$ cat src/core/xbad_consts.svh
`ifndef XBAD_CONSTS_SVH
`define XBAD_CONSTS_SVH

`define XBAD_AW            24
`define XBAD_PEN_W         16
`define XBAD_SYS_W         16
// system config and peripheral enable bit positions
`define XBAD_SYS_GPEN_BIT  2
`define XBAD_PEN_CAN1_BIT  0
`define XBAD_PEN_CAN2_BIT  1
`define XBAD_PEN_RAM1_BIT  2
`define XBAD_PEN_RAM2_BIT  3
`define XBAD_PEN_RTC_BIT   4
`define XBAD_PEN_PWM_BIT   6
`define XBAD_PEN_ASC_BIT   7
`define XBAD_PEN_SSC_BIT   8
`define XBAD_PEN_I2C_BIT   9
`define XBAD_PEN_MISC_BIT  10
// internal flash map
`define XBAD_FL_LO_BASE    24'h000000
`define XBAD_FL_LO_END     24'h007fff
`define XBAD_FL_HI_BASE    24'h018000
`define XBAD_FL_HI_END     24'h04ffff
`define XBAD_TF_END        24'h000fff
// ext ram areas
`define XBAD_RAM1_BASE     24'h00e000
`define XBAD_RAM1_END      24'h00e7ff
`define XBAD_RAM2_RST_BASE 24'h090000
`define XBAD_RAM2_MASK     24'hffc000
`define XBAD_RAM2_RST_LIM  24'h0fffff
// peripheral pages, upper 16 address bits
`define XBAD_PG_SSC        16'h00e8
`define XBAD_PG_ASC        16'h00e9
`define XBAD_PG_I2C        16'h00ea
`define XBAD_PG_MISC       16'h00eb
`define XBAD_PG_PWM        16'h00ec
`define XBAD_PG_RTC        16'h00ed
`define XBAD_PG_CAN2       16'h00ee
`define XBAD_PG_CAN1       16'h00ef
// special register areas, 2 x 512 bytes
`define XBAD_SFR_BASE      24'h00fe00
`define XBAD_SFR_END       24'h00ffff
`define XBAD_ESFR_BASE     24'h00f000
`define XBAD_ESFR_END      24'h00f1ff
// access timing
`define XBAD_CPU_MHZ       40
`define XBAD_PERIPH_NS     100
`define XBAD_RAM_NS        50
`define XBAD_PERIPH_WAIT   2'h2
`define XBAD_RAM_WAIT      2'h0
`define XBAD_SEG_LINES_CAN 4'h4
`define XBAD_SEG_LINES_ALL 4'h8

`endif

$ cat src/core/xbad_pkg.sv
package xbad_pkg;
   typedef enum logic [13:0] {
      XBAD_T_EXT   = 14'h0001,
      XBAD_T_FLASH = 14'h0002,
      XBAD_T_TFL   = 14'h0004,
      XBAD_T_RAM1  = 14'h0008,
      XBAD_T_RAM2  = 14'h0010,
      XBAD_T_SFR   = 14'h0020,
      XBAD_T_CAN1  = 14'h0040,
      XBAD_T_CAN2  = 14'h0080,
      XBAD_T_RTC   = 14'h0100,
      XBAD_T_PWM   = 14'h0200,
      XBAD_T_ASC   = 14'h0400,
      XBAD_T_SSC   = 14'h0800,
      XBAD_T_I2C   = 14'h1000,
      XBAD_T_MISC  = 14'h2000
   } xbad_target_t;
endpackage

$ cat src/core/xbad_page_match.sv
`timescale 1ns/1ps
`default_nettype none
`include "xbad_consts.svh"
// one 256-byte peripheral page, claimed only when fully enabled
module xbad_page_match #(
   parameter logic [15:0] PAGE = 16'h0000
) (
   input  wire logic [23:0] addr,     // cpu address
   input  wire logic        gen,      // global enable
   input  wire logic        pen,      // peripheral enable
   output logic             hit       // page claimed
);
   assign hit = gen && pen && (addr[23:8] == PAGE);
endmodule
`default_nettype wire

$ cat src/core/xbad_decoder.sv
`timescale 1ns/1ps
`default_nettype none
`include "xbad_consts.svh"
// Functional notes
// - one 16 Mbyte space, byte or word
// - user flash blocks at documented addresses
// - test flash hidden, at zero in boot
// - ram one decoded when both enables set
// - ram two at programmed window base
// - global enable clear sends ram two external
// - ram two reset window mirrored to 0fffff
// - ram demultiplexed, zero waits, byte or word
// - ram not stack, registers, or bits
// - two 512-byte special register areas
// - can one page with enable bit 0
// - can two page with enable bit 1
// - rtc page with enable bit 4
// - extra pwm page with enable bit 6
// - async serial two with bit 7
// - sync serial two with bit 8
// - i2c bit 9, misc bit 10
// - peripherals word only, demultiplexed, 16-bit
// - peripherals two waits, no tristate wait
// - can in use limits segment lines
// - disabled peripheral occupies nothing
// - clocks gated after init, no reset; misc and ram clocks stay enabled
module xbad_decoder
   import xbad_pkg::*;
(
   input  wire logic                     clk,           // 125 MHz clock
   input  wire logic                     rst,           // sync reset
   input  wire logic                     acc_valid,     // cpu access
   input  wire logic [23:0]              acc_addr,      // byte address
   input  wire logic                     acc_byte,      // byte access
   input  wire logic                     acc_write,     // write access
   input  wire logic                     boot_mode,     // bootstrap mode
   input  wire logic [15:0]              system_config_reg, // sys config
   input  wire logic [15:0]              periph_enable_reg, // enables
   input  wire logic                     win_wr,        // load window
   input  wire logic [23:0]              win_base,      // ram two base
   input  wire logic [23:0]              win_limit,     // mirror limit
   input  wire logic                     end_of_init_instr, // init done
   output xbad_pkg::xbad_target_t        sel_r,         // chosen target
   output logic                          sel_valid_r,   // sel qualifier
   output logic [23:0]                   sel_addr_r,    // forwarded addr
   output logic                          sel_write_r,   // forwarded dir
   output logic                          sel_byte_r,    // forwarded size
   output logic                          demux_r,       // demux addr
   output logic [1:0]                    wait_r,        // wait states
   output logic                          tristate_wait_r, // always low
   output logic                          access_err_r,  // byte refused
   output logic                          bit_addr_ok_r, // bit ops ok
   output logic                          stack_ok_r,    // stack allowed
   output logic [3:0]                    seg_lines_r,   // segment lines
   output logic [10:0]                   periph_clk_en_r, // clock gates
   output logic [23:0]                   ram_two_window_reg // window
);
   import xbad_pkg::*;

   logic [23:0]   win_base_r;
   logic [23:0]   win_lim_r;
   logic          init_done_r;
   xbad_target_t  sel_nxt;
   wire           gen = system_config_reg[`XBAD_SYS_GPEN_BIT];
   wire [15:0]    pen = periph_enable_reg;

   // programmable ram two window, reset to mirrored area
   always_ff @(posedge clk)
   begin
      if (rst)
      begin
         win_base_r <= `XBAD_RAM2_RST_BASE;
         win_lim_r  <= `XBAD_RAM2_RST_LIM;
      end
      else if (win_wr)
      begin
         win_base_r <= win_base & `XBAD_RAM2_MASK;
         win_lim_r  <= win_limit;
      end
   end

   wire a_lo_fl = acc_addr <= `XBAD_FL_LO_END;
   wire a_hi_fl = (acc_addr >= `XBAD_FL_HI_BASE)
                  && (acc_addr <= `XBAD_FL_HI_END);
   // boot hides low user flash behind test flash
   wire hit_tfl   = boot_mode && (acc_addr <= `XBAD_TF_END);
   wire hit_flash = (a_lo_fl && !boot_mode) || a_hi_fl;
   wire hit_ram1  = gen && pen[`XBAD_PEN_RAM1_BIT]
                    && (acc_addr >= `XBAD_RAM1_BASE)
                    && (acc_addr <= `XBAD_RAM1_END);
   // mirrored: any 16K block from base up to limit
   wire hit_ram2  = gen && pen[`XBAD_PEN_RAM2_BIT]
                    && (acc_addr >= win_base_r)
                    && (acc_addr <= win_lim_r);
   wire hit_sfr   = ((acc_addr >= `XBAD_SFR_BASE)
                     && (acc_addr <= `XBAD_SFR_END))
                    || ((acc_addr >= `XBAD_ESFR_BASE)
                     && (acc_addr <= `XBAD_ESFR_END));

   wire [7:0] pg_hit;
   localparam logic [15:0] PAGES [8] = '{`XBAD_PG_CAN1, `XBAD_PG_CAN2,
      `XBAD_PG_RTC, `XBAD_PG_PWM, `XBAD_PG_ASC, `XBAD_PG_SSC,
      `XBAD_PG_I2C, `XBAD_PG_MISC};
   wire [7:0] pg_en = {pen[`XBAD_PEN_MISC_BIT], pen[`XBAD_PEN_I2C_BIT],
      pen[`XBAD_PEN_SSC_BIT], pen[`XBAD_PEN_ASC_BIT],
      pen[`XBAD_PEN_PWM_BIT], pen[`XBAD_PEN_RTC_BIT],
      pen[`XBAD_PEN_CAN2_BIT], pen[`XBAD_PEN_CAN1_BIT]};

   // disabled pages simply fail to match
   genvar g;
   generate
      for (g = 0; g < 8; g++)
      begin : g_pg
         xbad_page_match #(.PAGE(PAGES[g])) u_pm (
            .addr (acc_addr),
            .gen  (gen),
            .pen  (pg_en[g]),
            .hit  (pg_hit[g])
         );
      end
   endgenerate

   wire hit_periph = |pg_hit;

   // priority chain guarantees exactly one target
   always_comb
   begin
      sel_nxt = XBAD_T_EXT;
      if (hit_tfl)
         sel_nxt = XBAD_T_TFL;
      else if (hit_flash)
         sel_nxt = XBAD_T_FLASH;
      else if (pg_hit[0])
         sel_nxt = XBAD_T_CAN1;
      else if (pg_hit[1])
         sel_nxt = XBAD_T_CAN2;
      else if (pg_hit[2])
         sel_nxt = XBAD_T_RTC;
      else if (pg_hit[3])
         sel_nxt = XBAD_T_PWM;
      else if (pg_hit[4])
         sel_nxt = XBAD_T_ASC;
      else if (pg_hit[5])
         sel_nxt = XBAD_T_SSC;
      else if (pg_hit[6])
         sel_nxt = XBAD_T_I2C;
      else if (pg_hit[7])
         sel_nxt = XBAD_T_MISC;
      else if (hit_ram1)
         sel_nxt = XBAD_T_RAM1;
      else if (hit_ram2)
         sel_nxt = XBAD_T_RAM2;
      else if (hit_sfr)
         sel_nxt = XBAD_T_SFR;
   end

   wire is_ram = hit_ram1 || hit_ram2;
   wire periph_now = hit_periph && !hit_tfl && !hit_flash;
   wire ram_now = is_ram && !hit_periph && !hit_tfl && !hit_flash;
   // byte access to a word-only peripheral is refused
   wire byte_err = acc_valid && periph_now && acc_byte;
   wire [1:0] wait_nxt = periph_now ? `XBAD_PERIPH_WAIT
                                    : `XBAD_RAM_WAIT;
   wire can_used = gen && (pen[`XBAD_PEN_CAN1_BIT]
                           || pen[`XBAD_PEN_CAN2_BIT]);
   wire [10:0] clk_keep = {1'b1, pen[9:4], 2'b11, pen[1:0]};

   always_ff @(posedge clk)
   begin
      if (rst)
      begin
         sel_r           <= XBAD_T_EXT;
         sel_valid_r     <= 1'b0;
         sel_addr_r      <= 24'h000000;
         sel_write_r     <= 1'b0;
         sel_byte_r      <= 1'b0;
         demux_r         <= 1'b0;
         wait_r          <= 2'h0;
         tristate_wait_r <= 1'b0;
         access_err_r    <= 1'b0;
         bit_addr_ok_r   <= 1'b0;
         stack_ok_r      <= 1'b0;
         seg_lines_r     <= `XBAD_SEG_LINES_ALL;
         init_done_r     <= 1'b0;
         periph_clk_en_r <= 11'h7ff;
      end
      else
      begin
         sel_r           <= sel_nxt;
         sel_valid_r     <= acc_valid && !byte_err;
         sel_addr_r      <= acc_addr;
         sel_write_r     <= acc_write;
         sel_byte_r      <= acc_byte;
         demux_r         <= periph_now || ram_now;
         wait_r          <= wait_nxt;
         tristate_wait_r <= 1'b0;
         access_err_r    <= byte_err;
         // ram behaves like external memory: no bits, no stack
         bit_addr_ok_r   <= hit_sfr && !periph_now && !ram_now;
         stack_ok_r      <= 1'b0;
         seg_lines_r     <= can_used ? `XBAD_SEG_LINES_CAN
                                     : `XBAD_SEG_LINES_ALL;
         init_done_r     <= init_done_r || end_of_init_instr;
         // gating only, never a reset to the peripheral
         if (init_done_r || end_of_init_instr)
            periph_clk_en_r <= clk_keep;
      end
   end

   assign ram_two_window_reg = win_base_r;
endmodule
`default_nettype wire

$ cat config.mk
export PLATFORM = sky130hd
export DESIGN_NAME = xbad_decoder
export DESIGN_NICKNAME = d
export VERILOG_FILES = /design/src/core/xbad_pkg.sv /design/src/core/xbad_page_match.sv /design/src/core/xbad_decoder.sv
export VERILOG_INCLUDE_DIRS = /design/src /design/src/core
export SDC_FILE = /design/constraint.sdc
export NUM_CORES = 1
export LEC_CHECK = 0
export ABC_AREA = 0
export BUFFER_PORTS_ARGS = -buffer_cell sky130_fd_sc_hd__buf_2
export CAP_MARGIN = 10
export CORE_MARGIN = 2
export CORE_UTILIZATION = 44
export CTS_BUF_LIST = sky130_fd_sc_hd__clkbuf_2
export DETAILED_ROUTE_END_ITERATION = 8
export PLACE_DENSITY_LB_ADDON = 0.12
export SYNTH_ARGS = -nofsm -noshare
export SYNTH_HDL_FRONTEND = slang
export SYNTH_SLANG_ARGS = --single-unit
export TNS_END_PERCENT = 30
$ cat constraint.sdc
create_clock -name clk -period 3.25 [get_ports clk]
set_input_delay 0.1625 -clock clk [delete_from_list [all_inputs] [get_ports clk]]
set_output_delay 0.1625 -clock clk [all_outputs]
set_load 0.05 [all_outputs]
== Yosys cells after proc, flatten, opt, wreduce, memory -nomap -nowiden ==
Index checks and enable logic that the tools add are counted.

* Order comparisons: 12
* Equality and inequality tests: 8
* Muxes and demuxes: 15
* Reductions and logical operators: 64

{| class="wikitable"
|+ Operator list
! cell !! number
|-
| $eq A16 B8 Y1 const B || 8
|-
| $ge A24 B16 Y1 const B || 3
|-
| $le A24 B16 Y1 const B || 3
|-
| $logic_and A1 B1 Y1 || 38
|-
| $ge A24 B17 Y1 const B || 1
|-
| $ge A24 B24 Y1 || 1
|-
| $le A24 B12 Y1 const B || 1
|-
| $le A24 B15 Y1 const B || 1
|-
| $le A24 B19 Y1 const B || 1
|-
| $le A24 B24 Y1 || 1
|-
| $mux W6 || 3
|-
| $reduce_or A8 Y1 || 2
|-
| $mux W14 || 1
|-
| $mux W13 || 1
|-
| $reduce_or A13 Y1 || 1
|-
| $mux W12 || 1
|-
| $reduce_or A12 Y1 || 1
|-
| $mux W11 || 1
|-
| $reduce_or A11 Y1 || 1
|-
| $mux W10 || 1
|-
| $reduce_or A10 Y1 || 1
|-
| $mux W9 || 1
|-
| $reduce_or A9 Y1 || 1
|-
| $mux W8 || 1
|-
| 12 further kinds || 24
|}

* Register bits: 93
* Bits of input ports: 112
* Output and inout port bits: 87
* Word-level logic and storage cells: 125

== Logic depth before layout (Yosys ltp) ==
Gate-level depths: netlist of run 1.

* Depth in word-level cells: 16
* Gate-level depth with buffers: 8
* Gate-level depth less buffers: 8

== Hierarchy ==
A second synthesis of run 1 with hierarchy kept.

* Cells, all modules: 483
* Area, all modules: 4,375.4 µm²

{| class="wikitable"
|+ By module, submodules not included
! module !! instances !! cells an instance !! area an instance (µm²) !! sequential area each (µm²)
|-
| xbad_decoder || 1 || 435 || 3,981.3 || 1,801.7
|-
| xbad_page_match (g_pg[5].u_pm ...) || 2 || 6 || 53.8 || 0.0
|-
| xbad_page_match (g_pg[4].u_pm ...) || 2 || 6 || 51.3 || 0.0
|-
| xbad_page_match (g_pg[1].u_pm ...) || 2 || 6 || 46.3 || 0.0
|-
| xbad_page_match (g_pg[0].u_pm) || 1 || 6 || 48.8 || 0.0
|-
| xbad_page_match (g_pg[3].u_pm) || 1 || 6 || 42.5 || 0.0
|}

== Worst setup path before layout of run 1 ==
Ideal clock, no wire load.

* Kind: reg2reg
* Start: register win_base_r[23] (netlist: ram_two_window_reg[23])
* End: register sel_r[0]
* Setup time: 115 ps
* Arrival time: 1,878 ps
* Required time: 3,135 ps
* Setup slack: 1,257 ps
* Cell stages (with the launch flop): 9
* Path buffers: 0
* Clock period less this slack: 1,993 ps
* Cell sequence: dfxtp_1 -> inv_1 -> ha_1 -> nand2_1 -> nor3_1 -> o311ai_1 -> a22oi_1 -> o221ai_2 -> a31o_1

* Word-level cells in the longest chain between the ends: 15

{| class="wikitable"
|+ RTL lines
! element !! line !! source
|-
| from (decl) || xbad_decoder.sv:60 || <nowiki>logic [23:0] win_base_r;</nowiki>
|-
| from (signal assigned) || xbad_decoder.sv:72 || <nowiki>win_base_r <= `XBAD_RAM2_RST_BASE;</nowiki>
|-
| from (signal assigned) || xbad_decoder.sv:77 || <nowiki>win_base_r <= win_base & `XBAD_RAM2_MASK;</nowiki>
|-
| $ge A24 B24 Y1 || xbad_decoder.sv:93 || <nowiki>&& (acc_addr >= win_base_r)</nowiki>
|-
| $logic_and A1 B1 Y1 (2 in series) || xbad_decoder.sv:92 || <nowiki>wire hit_ram2 = gen && pen[`XBAD_PEN_RAM2_BIT]</nowiki>
|-
| $mux W6 || xbad_decoder.sv:151 || <nowiki>else if (hit_ram2)</nowiki>
|-
| $mux W6 || xbad_decoder.sv:149 || <nowiki>else if (hit_ram1)</nowiki>
|-
| $mux W14 || xbad_decoder.sv:147 || <nowiki>else if (pg_hit[7])</nowiki>
|-
| $mux W13 || xbad_decoder.sv:145 || <nowiki>else if (pg_hit[6])</nowiki>
|-
| $mux W12 || xbad_decoder.sv:143 || <nowiki>else if (pg_hit[5])</nowiki>
|-
| $mux W11 || xbad_decoder.sv:141 || <nowiki>else if (pg_hit[4])</nowiki>
|-
| $mux W10 || xbad_decoder.sv:139 || <nowiki>else if (pg_hit[3])</nowiki>
|-
| $mux W9 || xbad_decoder.sv:137 || <nowiki>else if (pg_hit[2])</nowiki>
|-
| $mux W8 || xbad_decoder.sv:135 || <nowiki>else if (pg_hit[1])</nowiki>
|-
| $mux W7 || xbad_decoder.sv:133 || <nowiki>else if (pg_hit[0])</nowiki>
|-
| $mux W3 || xbad_decoder.sv:131 || <nowiki>else if (hit_flash)</nowiki>
|-
| $mux W3 || xbad_decoder.sv:129 || <nowiki>if (hit_tfl)</nowiki>
|-
| to (signal assigned) || xbad_decoder.sv:189 || <nowiki>sel_r <= sel_nxt;</nowiki>
|-
| to (decl) || xbad_decoder.sv:43 || <nowiki>output xbad_pkg::xbad_target_t sel_r,</nowiki>
|}

Every way passes these cells.
A chain may end at the register's enable or synchronous reset.

== Worst setup path in the final report of run 1 ==
* Start: input port acc_addr[17]
* End: register sel_r[13]

* Word-level cells in the longest chain between the ends: 4
* Elaborated cells between the ends (all ways): 26
* Classes of those cells: 4 x order compare; 8 x eq/ne; 1 x mux; 13 x reduce/logical

{| class="wikitable"
|+ RTL lines
! element !! line !! source
|-
| from (decl) || xbad_decoder.sv:33 || <nowiki>input wire logic [23:0] acc_addr,</nowiki>
|-
| $le A24 B15 Y1 (no source line) (tied with other cells) || -- ||
|-
| $logic_and A1 B1 Y1 (on tied branches) || xbad_decoder.sv:87, xbad_decoder.sv:83 ||
|-
| $logic_or A1 B1 Y1 || xbad_decoder.sv:87 || <nowiki>wire hit_flash = (a_lo_fl && !boot_mode) || a_hi_fl;</nowiki>
|-
| $reduce_or A10 Y1 (no source line) || -- ||
|}

Several ways; a longest one is shown, not always the timed one.

==> out/results.ini, run 1 <==
[run_status]
run_status = finished clean

[layout]
reg_top3 = sel_addr_r (24), win_lim_r (24), sel_r (14)
multiInputGateArea_um2 = 1980
antennaDiodeCount = 0
final_layout_size_suffix_gt1_frac = 0.249
area_delta_synth_final_pct = 39.1
fillerInstances = 815
design.final.nets = 812
seq_area_um2 = 1800

[clock_tree]
clockRootBuffer = clkbuf_2
clk-insertion-delay-late_ns = 0.53
clock_tree_from_tritoncts = built
tritoncts.num_buffers = 9
clkTransAtPathRegs_ns = 0.26
cts_post_setup_buffers_inserted = 0
hold_buffer_count_at_cts = 81
cts_max_level = 3
post_cts.resized_instances = 0
cts.sinks = 90
max-clock-path-buffers = 2

[detailed_routing]
post-route-drc-count = 0
initialDrtViolationCount = 81
route.vias.total = 3866
detail_route.vias_per_cell = 4.94
totalWireLength_mm = 10.7
final_antenna_net_count = 0
detail_route.first_pass.iterations = 5
post_drt_wl_per_cell_um = 13.7

[floorplan]
die-area_um2 = 10100
design.core.area_um2 = 9150
num_rows = 35
die-width_um = 100
io-pin-count = 199
dieHeight_um = 100
floorplan.initialDensity = 0.447

[logic_synthesis]
postSynthAreaPerCell_um2 = 9.05
ys_seq_elements = 90
syn-instance-count = 452
synthTopCellsByArea = dfxtp_1, ha_1, o211ai_1, buf_4, nand2_1
ys_warn_count = 0
yosysUniqueCellTypes = 43
netlist_area_um2 = 4090
synth.top_cell.area_share = 0.440
share_of_synthesized_area_occupied_by_flip_flops_and_latches = 0.440
synth_top_area_cell = dfxtp_1

[global_routing]
global_route.overflow_total = 0
overall_routing_resource_usage = 0.212
initial_antenna_violation_count = 0
grt_start_max_net_pins = 56
first_global_vias = 3632
grt_pass1_wl_mm = 16.9

[sta]
maxSlewHeadroom = 0.306
rsz0062_at_grt = no
finalSetupTns_ns = 0
slew_viol_final = 0
min_period_ns = 2.27
achievable_frequency_mhz = 441
period_utilisation_layout = 0.698
pin_slew_with_the_least_headroom_to_its_limit_ns = 1.04
setup-violations-final = 0
clock_skew_ns = 0.0233
hold_violations = 0

[setup_path]
crit_path_cell_trace = dlygate4sd3_1 > buf_2 > or3_4 > nor4_4 > nand4_1 > nor3_1 > dlygate4sd3_1
critical_path_top_delay_cell = dlygate4sd3_1
setup.worst_path.start_class = input port
timing_worst_setup_path_type = input port to register
critical-path-top-delay-family = buffers and inverters
critical_path_buf_inv_count = 3
reg2reg_depth = 7
critPathCaptureType = register
cp.arrival_ns = 2.76
worstSetupPathDepth = 7
timing.critical_path.slowest_cell_delay_ns = 0.59
worstPathRequired_ns = 3.74
cpMostUsedCell = dlygate4sd3_1
timing.critical_path.fanout_max = 6

[power_and_ir_drop]
power.static_leakage_nw = 2.79
power_density_nw_per_um2 = 400
post-layout-total-power_mw = 2.28
vdd_drop_max_v = 0.000158

[min_path]
hold-path-cell-count = 3
hold_class = input port to register

[place]
place_congestion = 0.787
hpwl_mm = 7.34
place.port_buffers = 142

[flow_run]
maxCapViolations = 0

## metrics by stage
stage / worst slack (ns) / std cells / util / cell area [µm²] / hold slack [ns]
3_5_place_dp: 1.26 / 685 / 0.522 / 4780 / 0.383
5_1_grt: 0.935 / 782 / 0.622 / 5690 / 0.0131
4_1_cts: 1.13 / 782 / 0.622 / 5690 / 0.0138
2_1_floorplan: 1.26 / 472 / - / 4170 / 0.276
3_3_place_gp: 1.31 / 685 / 0.522 / 4780 / 0.378
6_report: 0.983 / 782 / 0.622 / 5690 / 0.0684
## logic make-up after synthesis
| logic type | count (synthesis) | synth area share |
|---|---|---|
| and+or+nand+nor | 159 | 0.205 |
| adders and majority gates | 34 | 0.104 |
| DFF | 90 | 0.440 |
| buffers and inverters | 80 | 0.0954 |
| AOI/OAI and AO/OA | 72 | 0.116 |
| muxes | 15 | 0.0373 |
| other | 2 | 0.00183 |
## Yosys cell counts
cell type / number
inv_2: 1
clkbuf_1: 15
o21ai_0: 14
inv_1: 38
buf_4: 23
a21oi_1: 19
mux2i_1: 13
a21o_1: 2
mux2_2: 2
and3_1: 3
nor2b_1: 26
buf_2: 2
conb_1: 2
a32oi_1: 1
o2111ai_1: 1
nand3b_1: 3
nand2_1: 44
nor4_4: 1
o211ai_1: 24
o311ai_1: 1
ha_1: 34
or3_4: 1
clkbuf_2: 1
o221ai_2: 1
and4_1: 1
or4_4: 1
nor3b_1: 5
nand3_1: 17
a22oi_1: 3
nor3_1: 7
o21bai_1: 1
nand4b_1: 1
nor4_1: 7
and4b_1: 2
nor2_1: 28
nand4_1: 10
a221o_1: 1
nor4b_1: 1
and4bb_2: 1
a31o_1: 1
dfxtp_1: 90
a2bb2oi_1: 1
a211oi_1: 2
## placed cells by master, fill, tap and decap left out, types with 3 or more instances in the layout
master and instances:
a21oi_1 19, a22oi_1 3, and3_1 3, buf_2 142
clkbuf_2 10, conb_1 22, dfxtp_1 90, dlygate4sd3_1 81
ha_1 34, inv_1 38, mux2i_1 13, nand2_1 44
nand3_1 17, nand3b_1 3, nand4_1 10, nor2_1 28
nor2b_1 26, nor3_1 7, nor3b_1 5, nor4_1 7
o211ai_1 24, o21ai_0 14
## metal layers
layer	wire (µm)	up-vias	part of all wire	track usage
li1	-	1945	-	-
met1	4910	1759	0.46	0.269
met2	5060	140	0.47	0.352
met3	507	22	0.047	0.0383
met4	242	0	0.023	0.0959
met5	0	-	0	0
## worst min-delay path: stages
cell and delay [ns]:
buf_2 0.11, nand3b_1 0.11, and4b_1 0.20
## where the power goes
group / switching [mW] / internal, mW / total, mW
sequential: 0.0204 / 1.16 / 1.18
combinational: 0.375 / 0.207 / 0.582
clock: 0.397 / 0.112 / 0.510
## layout make-up
cell class                      instances  share of cell area
Multi-Input combinational cell        302               0.347
Sequential cell                        90               0.317
Timing Repair Buffer                  224               0.269
Inverter                               39              0.0257
Tap cell                              111              0.0244
Clock buffer                           10             0.00879
Clock inverter                          6             0.00879
## worst paths after layout
kind | start | endpoint | slack (ns)
max | acc_addr[17] | sel_r[13] | 0.98
min | periph_enable_reg[2] | sel_r[3] | 0.07
max reg2reg | win_lim_r[22] | sel_r[0] | 1.18
min reg2reg | periph_clk_en_r[6] | periph_clk_en_r[6] | 0.49
Note: power is estimated with default switching activity, not from simulation.
==> run 2: changes to the inputs <==
ABC_AREA = 1   (was 0)
clock period = 2 ns   (was 3.25 ns; I/O delays follow)
==> run 2 against run 1 <==
  * Total power increased by 70%
  * Flip-flop and latch count is the same
  * Critical path depth is 3 higher
  * Hold slack improved by 0.030 ns
  * Setup slack worse by 0.80 ns
  * Sequential share of layout area decreased by 2.2 points
  * Design area increased by 7.5%
  * Global-route usage grew 1.4 points
  * Routed wire length increased by 13%
  * Clock skew is 0.00066 ns lower
  * Clock power rose by 78%
  * Largest cell class unchanged
  * Highest routed layer unchanged
==> out/results.ini, run 2 <==
[run_status]
run_status = finished clean

[detailed_routing]
totalWireLength_mm = 12.1
route.vias.total = 4386
detailroute.wirelength.met2_mm = 5.78
detail_route.vias_per_cell = 4.65
post_drt_wl_per_cell_um = 12.8
top_signal_layer_used = met4
wl_met3_um = 555
final_antenna_net_count = 0
wl_met1_mm = 5.60
initialDrtViolationCount = 161
post-route-drc-count = 0
detail_route.first_pass.iterations = 5

[setup_path]
setup.worst_path.start_class = register
timing_worst_setup_path_type = register to register
timing.critical_path.fanout_max = 5
crit_path_cell_trace = inv_1 > ha_1 > nand2_1 > o21ai_0 > a21oi_1 > nand3_1 > nand2_1 > nand2_2 > nand2_1 > a21oi_2
critical_path_top_delay_cell = dfxtp_1
cp.arrival_ns = 2.31
critPathCaptureType = register
worstSetupPathDepth = 10
timing.critical_path.slowest_cell_delay_ns = 0.38
cpMostUsedCell = nand2_1
critical-path-top-delay-family = compound AO/OA/AOI/OAI gates
critical_path_buf_inv_count = 1
reg2reg_depth = 10
worstPathRequired_ns = 2.49

[sta]
period_utilisation_layout = 0.906
min_period_ns = 1.81
hold_violations = 0
achievable_frequency_mhz = 552
rsz0062_at_grt = no
setup-violations-final = 0
pin_slew_with_the_least_headroom_to_its_limit_ns = 0.601
maxSlewHeadroom = 0.599
clock_skew_ns = 0.0226
slew_viol_final = 0
finalSetupTns_ns = 0

[layout]
multiInputGateArea_um2 = 2120
reg_top3 = sel_addr_r (24), win_lim_r (24), sel_r (14)
antennaDiodeCount = 0
area_delta_synth_final_pct = 39.1
mostFrequentLayoutCells = buf_2, dfxtp_1, dlygate4sd3_1, nand2_1, inv_1
final_layout_size_suffix_gt1_frac = 0.234
design.final.nets = 952
most_frequent_standard_cell_in_the_layout_excluding_fill_and_tap_cells = buf_2
final-instance-count-excl-fill = 944
fillerInstances = 889
seq_area_um2 = 1800

[floorplan]
floorplan.initialDensity = 0.452
num_rows = 36
dieHeight_um = 104
die-area_um2 = 10800
design.core.area_um2 = 9730
die-width_um = 104
io-pin-count = 199

[power_and_ir_drop]
post-layout-total-power_mw = 3.87
comb_power_share = 0.268
power.sequential.fraction = 0.497
vdd_drop_max_v = 0.000344
cellInternalPower_mw = 2.54
p_sw_mw = 1.32
power.static_leakage_nw = 3.26
power_density_nw_per_um2 = 632
pwr-share-clk = 0.235
swShare = 0.343

[global_routing]
grt_pass1_wl_mm = 19.9
first_global_vias = 4096
initial_antenna_violation_count = 0
global_route.overflow_total = 0
overall_routing_resource_usage = 0.227
grt_start_max_net_pins = 53

[place]
hpwl_mm = 8.53
dp.cells = 841
place.port_buffers = 142
place_congestion = 0.818

[logic_synthesis]
ys_seq_elements = 90
synthTopCellsByArea = dfxtp_1, ha_1, nand2_1, inv_1, nor2_1
syn-instance-count = 582
post-synth-top-count-cell = dfxtp_1
netlist_area_um2 = 4400
yosys_most_used_dff = dfxtp_1
postSynthAreaPerCell_um2 = 7.55
ys_warn_count = 0
yosysUniqueCellTypes = 33
synth.top_cell.area_share = 0.410
synth_enable_flop_cells = 0
synthArstFlopShare = 0
synth_top_area_cell = dfxtp_1
share_of_synthesized_area_occupied_by_flip_flops_and_latches = 0.410
netlist_top_cells_count = dfxtp_1, nand2_1, inv_1

[clock_tree]
cts_max_level = 3
clk-insertion-delay-late_ns = 0.53
clockRootBuffer = clkbuf_2
clkTransAtPathRegs_ns = 0.24
clock_tree_from_tritoncts = built
max-clock-path-buffers = 2
tritoncts.num_buffers = 9
cts.sinks = 90

[flow_run]
maxCapViolations = 0

[min_path]
hold_class = input port to register
hold-path-cell-count = 3

[run 2: layer usage]
layer / global-route usage / vias up
li1: - / 2270
met1: 0.298 / 1977
met2: 0.374 / 125
met3: 0.0451 / 14
met4: 0.0724 / 0
met5: 0 / -
[run 2: power by group through the flow]
stage               Sequential, mW  Combinational [mW]  Clock [mW]
floorplan                     2.17               0.453           0
global placement              1.96               0.877           0
detailed placement            1.96               0.890           0
CTS                           1.92                1.03       0.940
global route                  1.93                1.13        1.02
finish                        1.92                1.04       0.907
[run 2: what timing repair did]
item,CTS,global route
hold buffers,86,1
setup buffers,0,0
endpoints found under the hold margin,86,2
endpoints found under the setup margin,0,5
resized for setup,0,2
[run 2: worst paths after layout]
kind	slack, ns	start	to
max	0.19	win_lim_r[23]	bit_addr_ok_r
min	0.1	win_wr	win_lim_r[19]
max reg2reg	0.19	win_lim_r[23]	bit_addr_ok_r
min reg2reg	0.48	win_lim_r[19]	win_lim_r[19]
[run 2: cells by family (layout without fill, tap and decap cells)]
| family | Yosys count | in the layout | synth area share |
|---|---|---|---|
| and+or+nand+nor | 240 | 240 | 0.254 |
| other | 2 | 22 | 0.00171 |
| AOI/OAI and AO/OA | 94 | 94 | 0.111 |
| buffers and inverters | 122 | 331 | 0.127 |
| adders and majority gates | 34 | 34 | 0.0968 |
| DFF | 90 | 90 | 0.410 |
[run 2: worst reg2reg max path, stage by stage (launching register included)]
cell     delay (ns)
dfxtp_1        0.38
inv_1          0.05
ha_1           0.28
nand2_1        0.09
o21ai_0        0.36
a21oi_1        0.11
nand3_1        0.10
nand2_1        0.08
nand2_2        0.12
nand2_1        0.09
a21oi_2        0.10
[run 2: layout make-up]
class,instances,share of cell area
Tap cell,133,0.0272
Clock buffer,11,0.00900
Multi-Input combinational cell,390,0.346
Clock inverter,5,0.00900
Sequential cell,90,0.295
Inverter,82,0.0507
Timing Repair Buffer,233,0.263
[run 2: through the flow]
stage	hold WS (ns)	util	area (µm²)	setup slack, ns
5_1_grt	0.0581	0.629	6120	0.0534
3_3_place_gp	0.306	0.527	5130	0.194
6_report	0.0983	0.629	6120	0.187
3_5_place_dp	0.313	0.527	5130	0.132
4_1_cts	0.0192	0.627	6100	0.0674
2_1_floorplan	0.207	-	4470	0.122
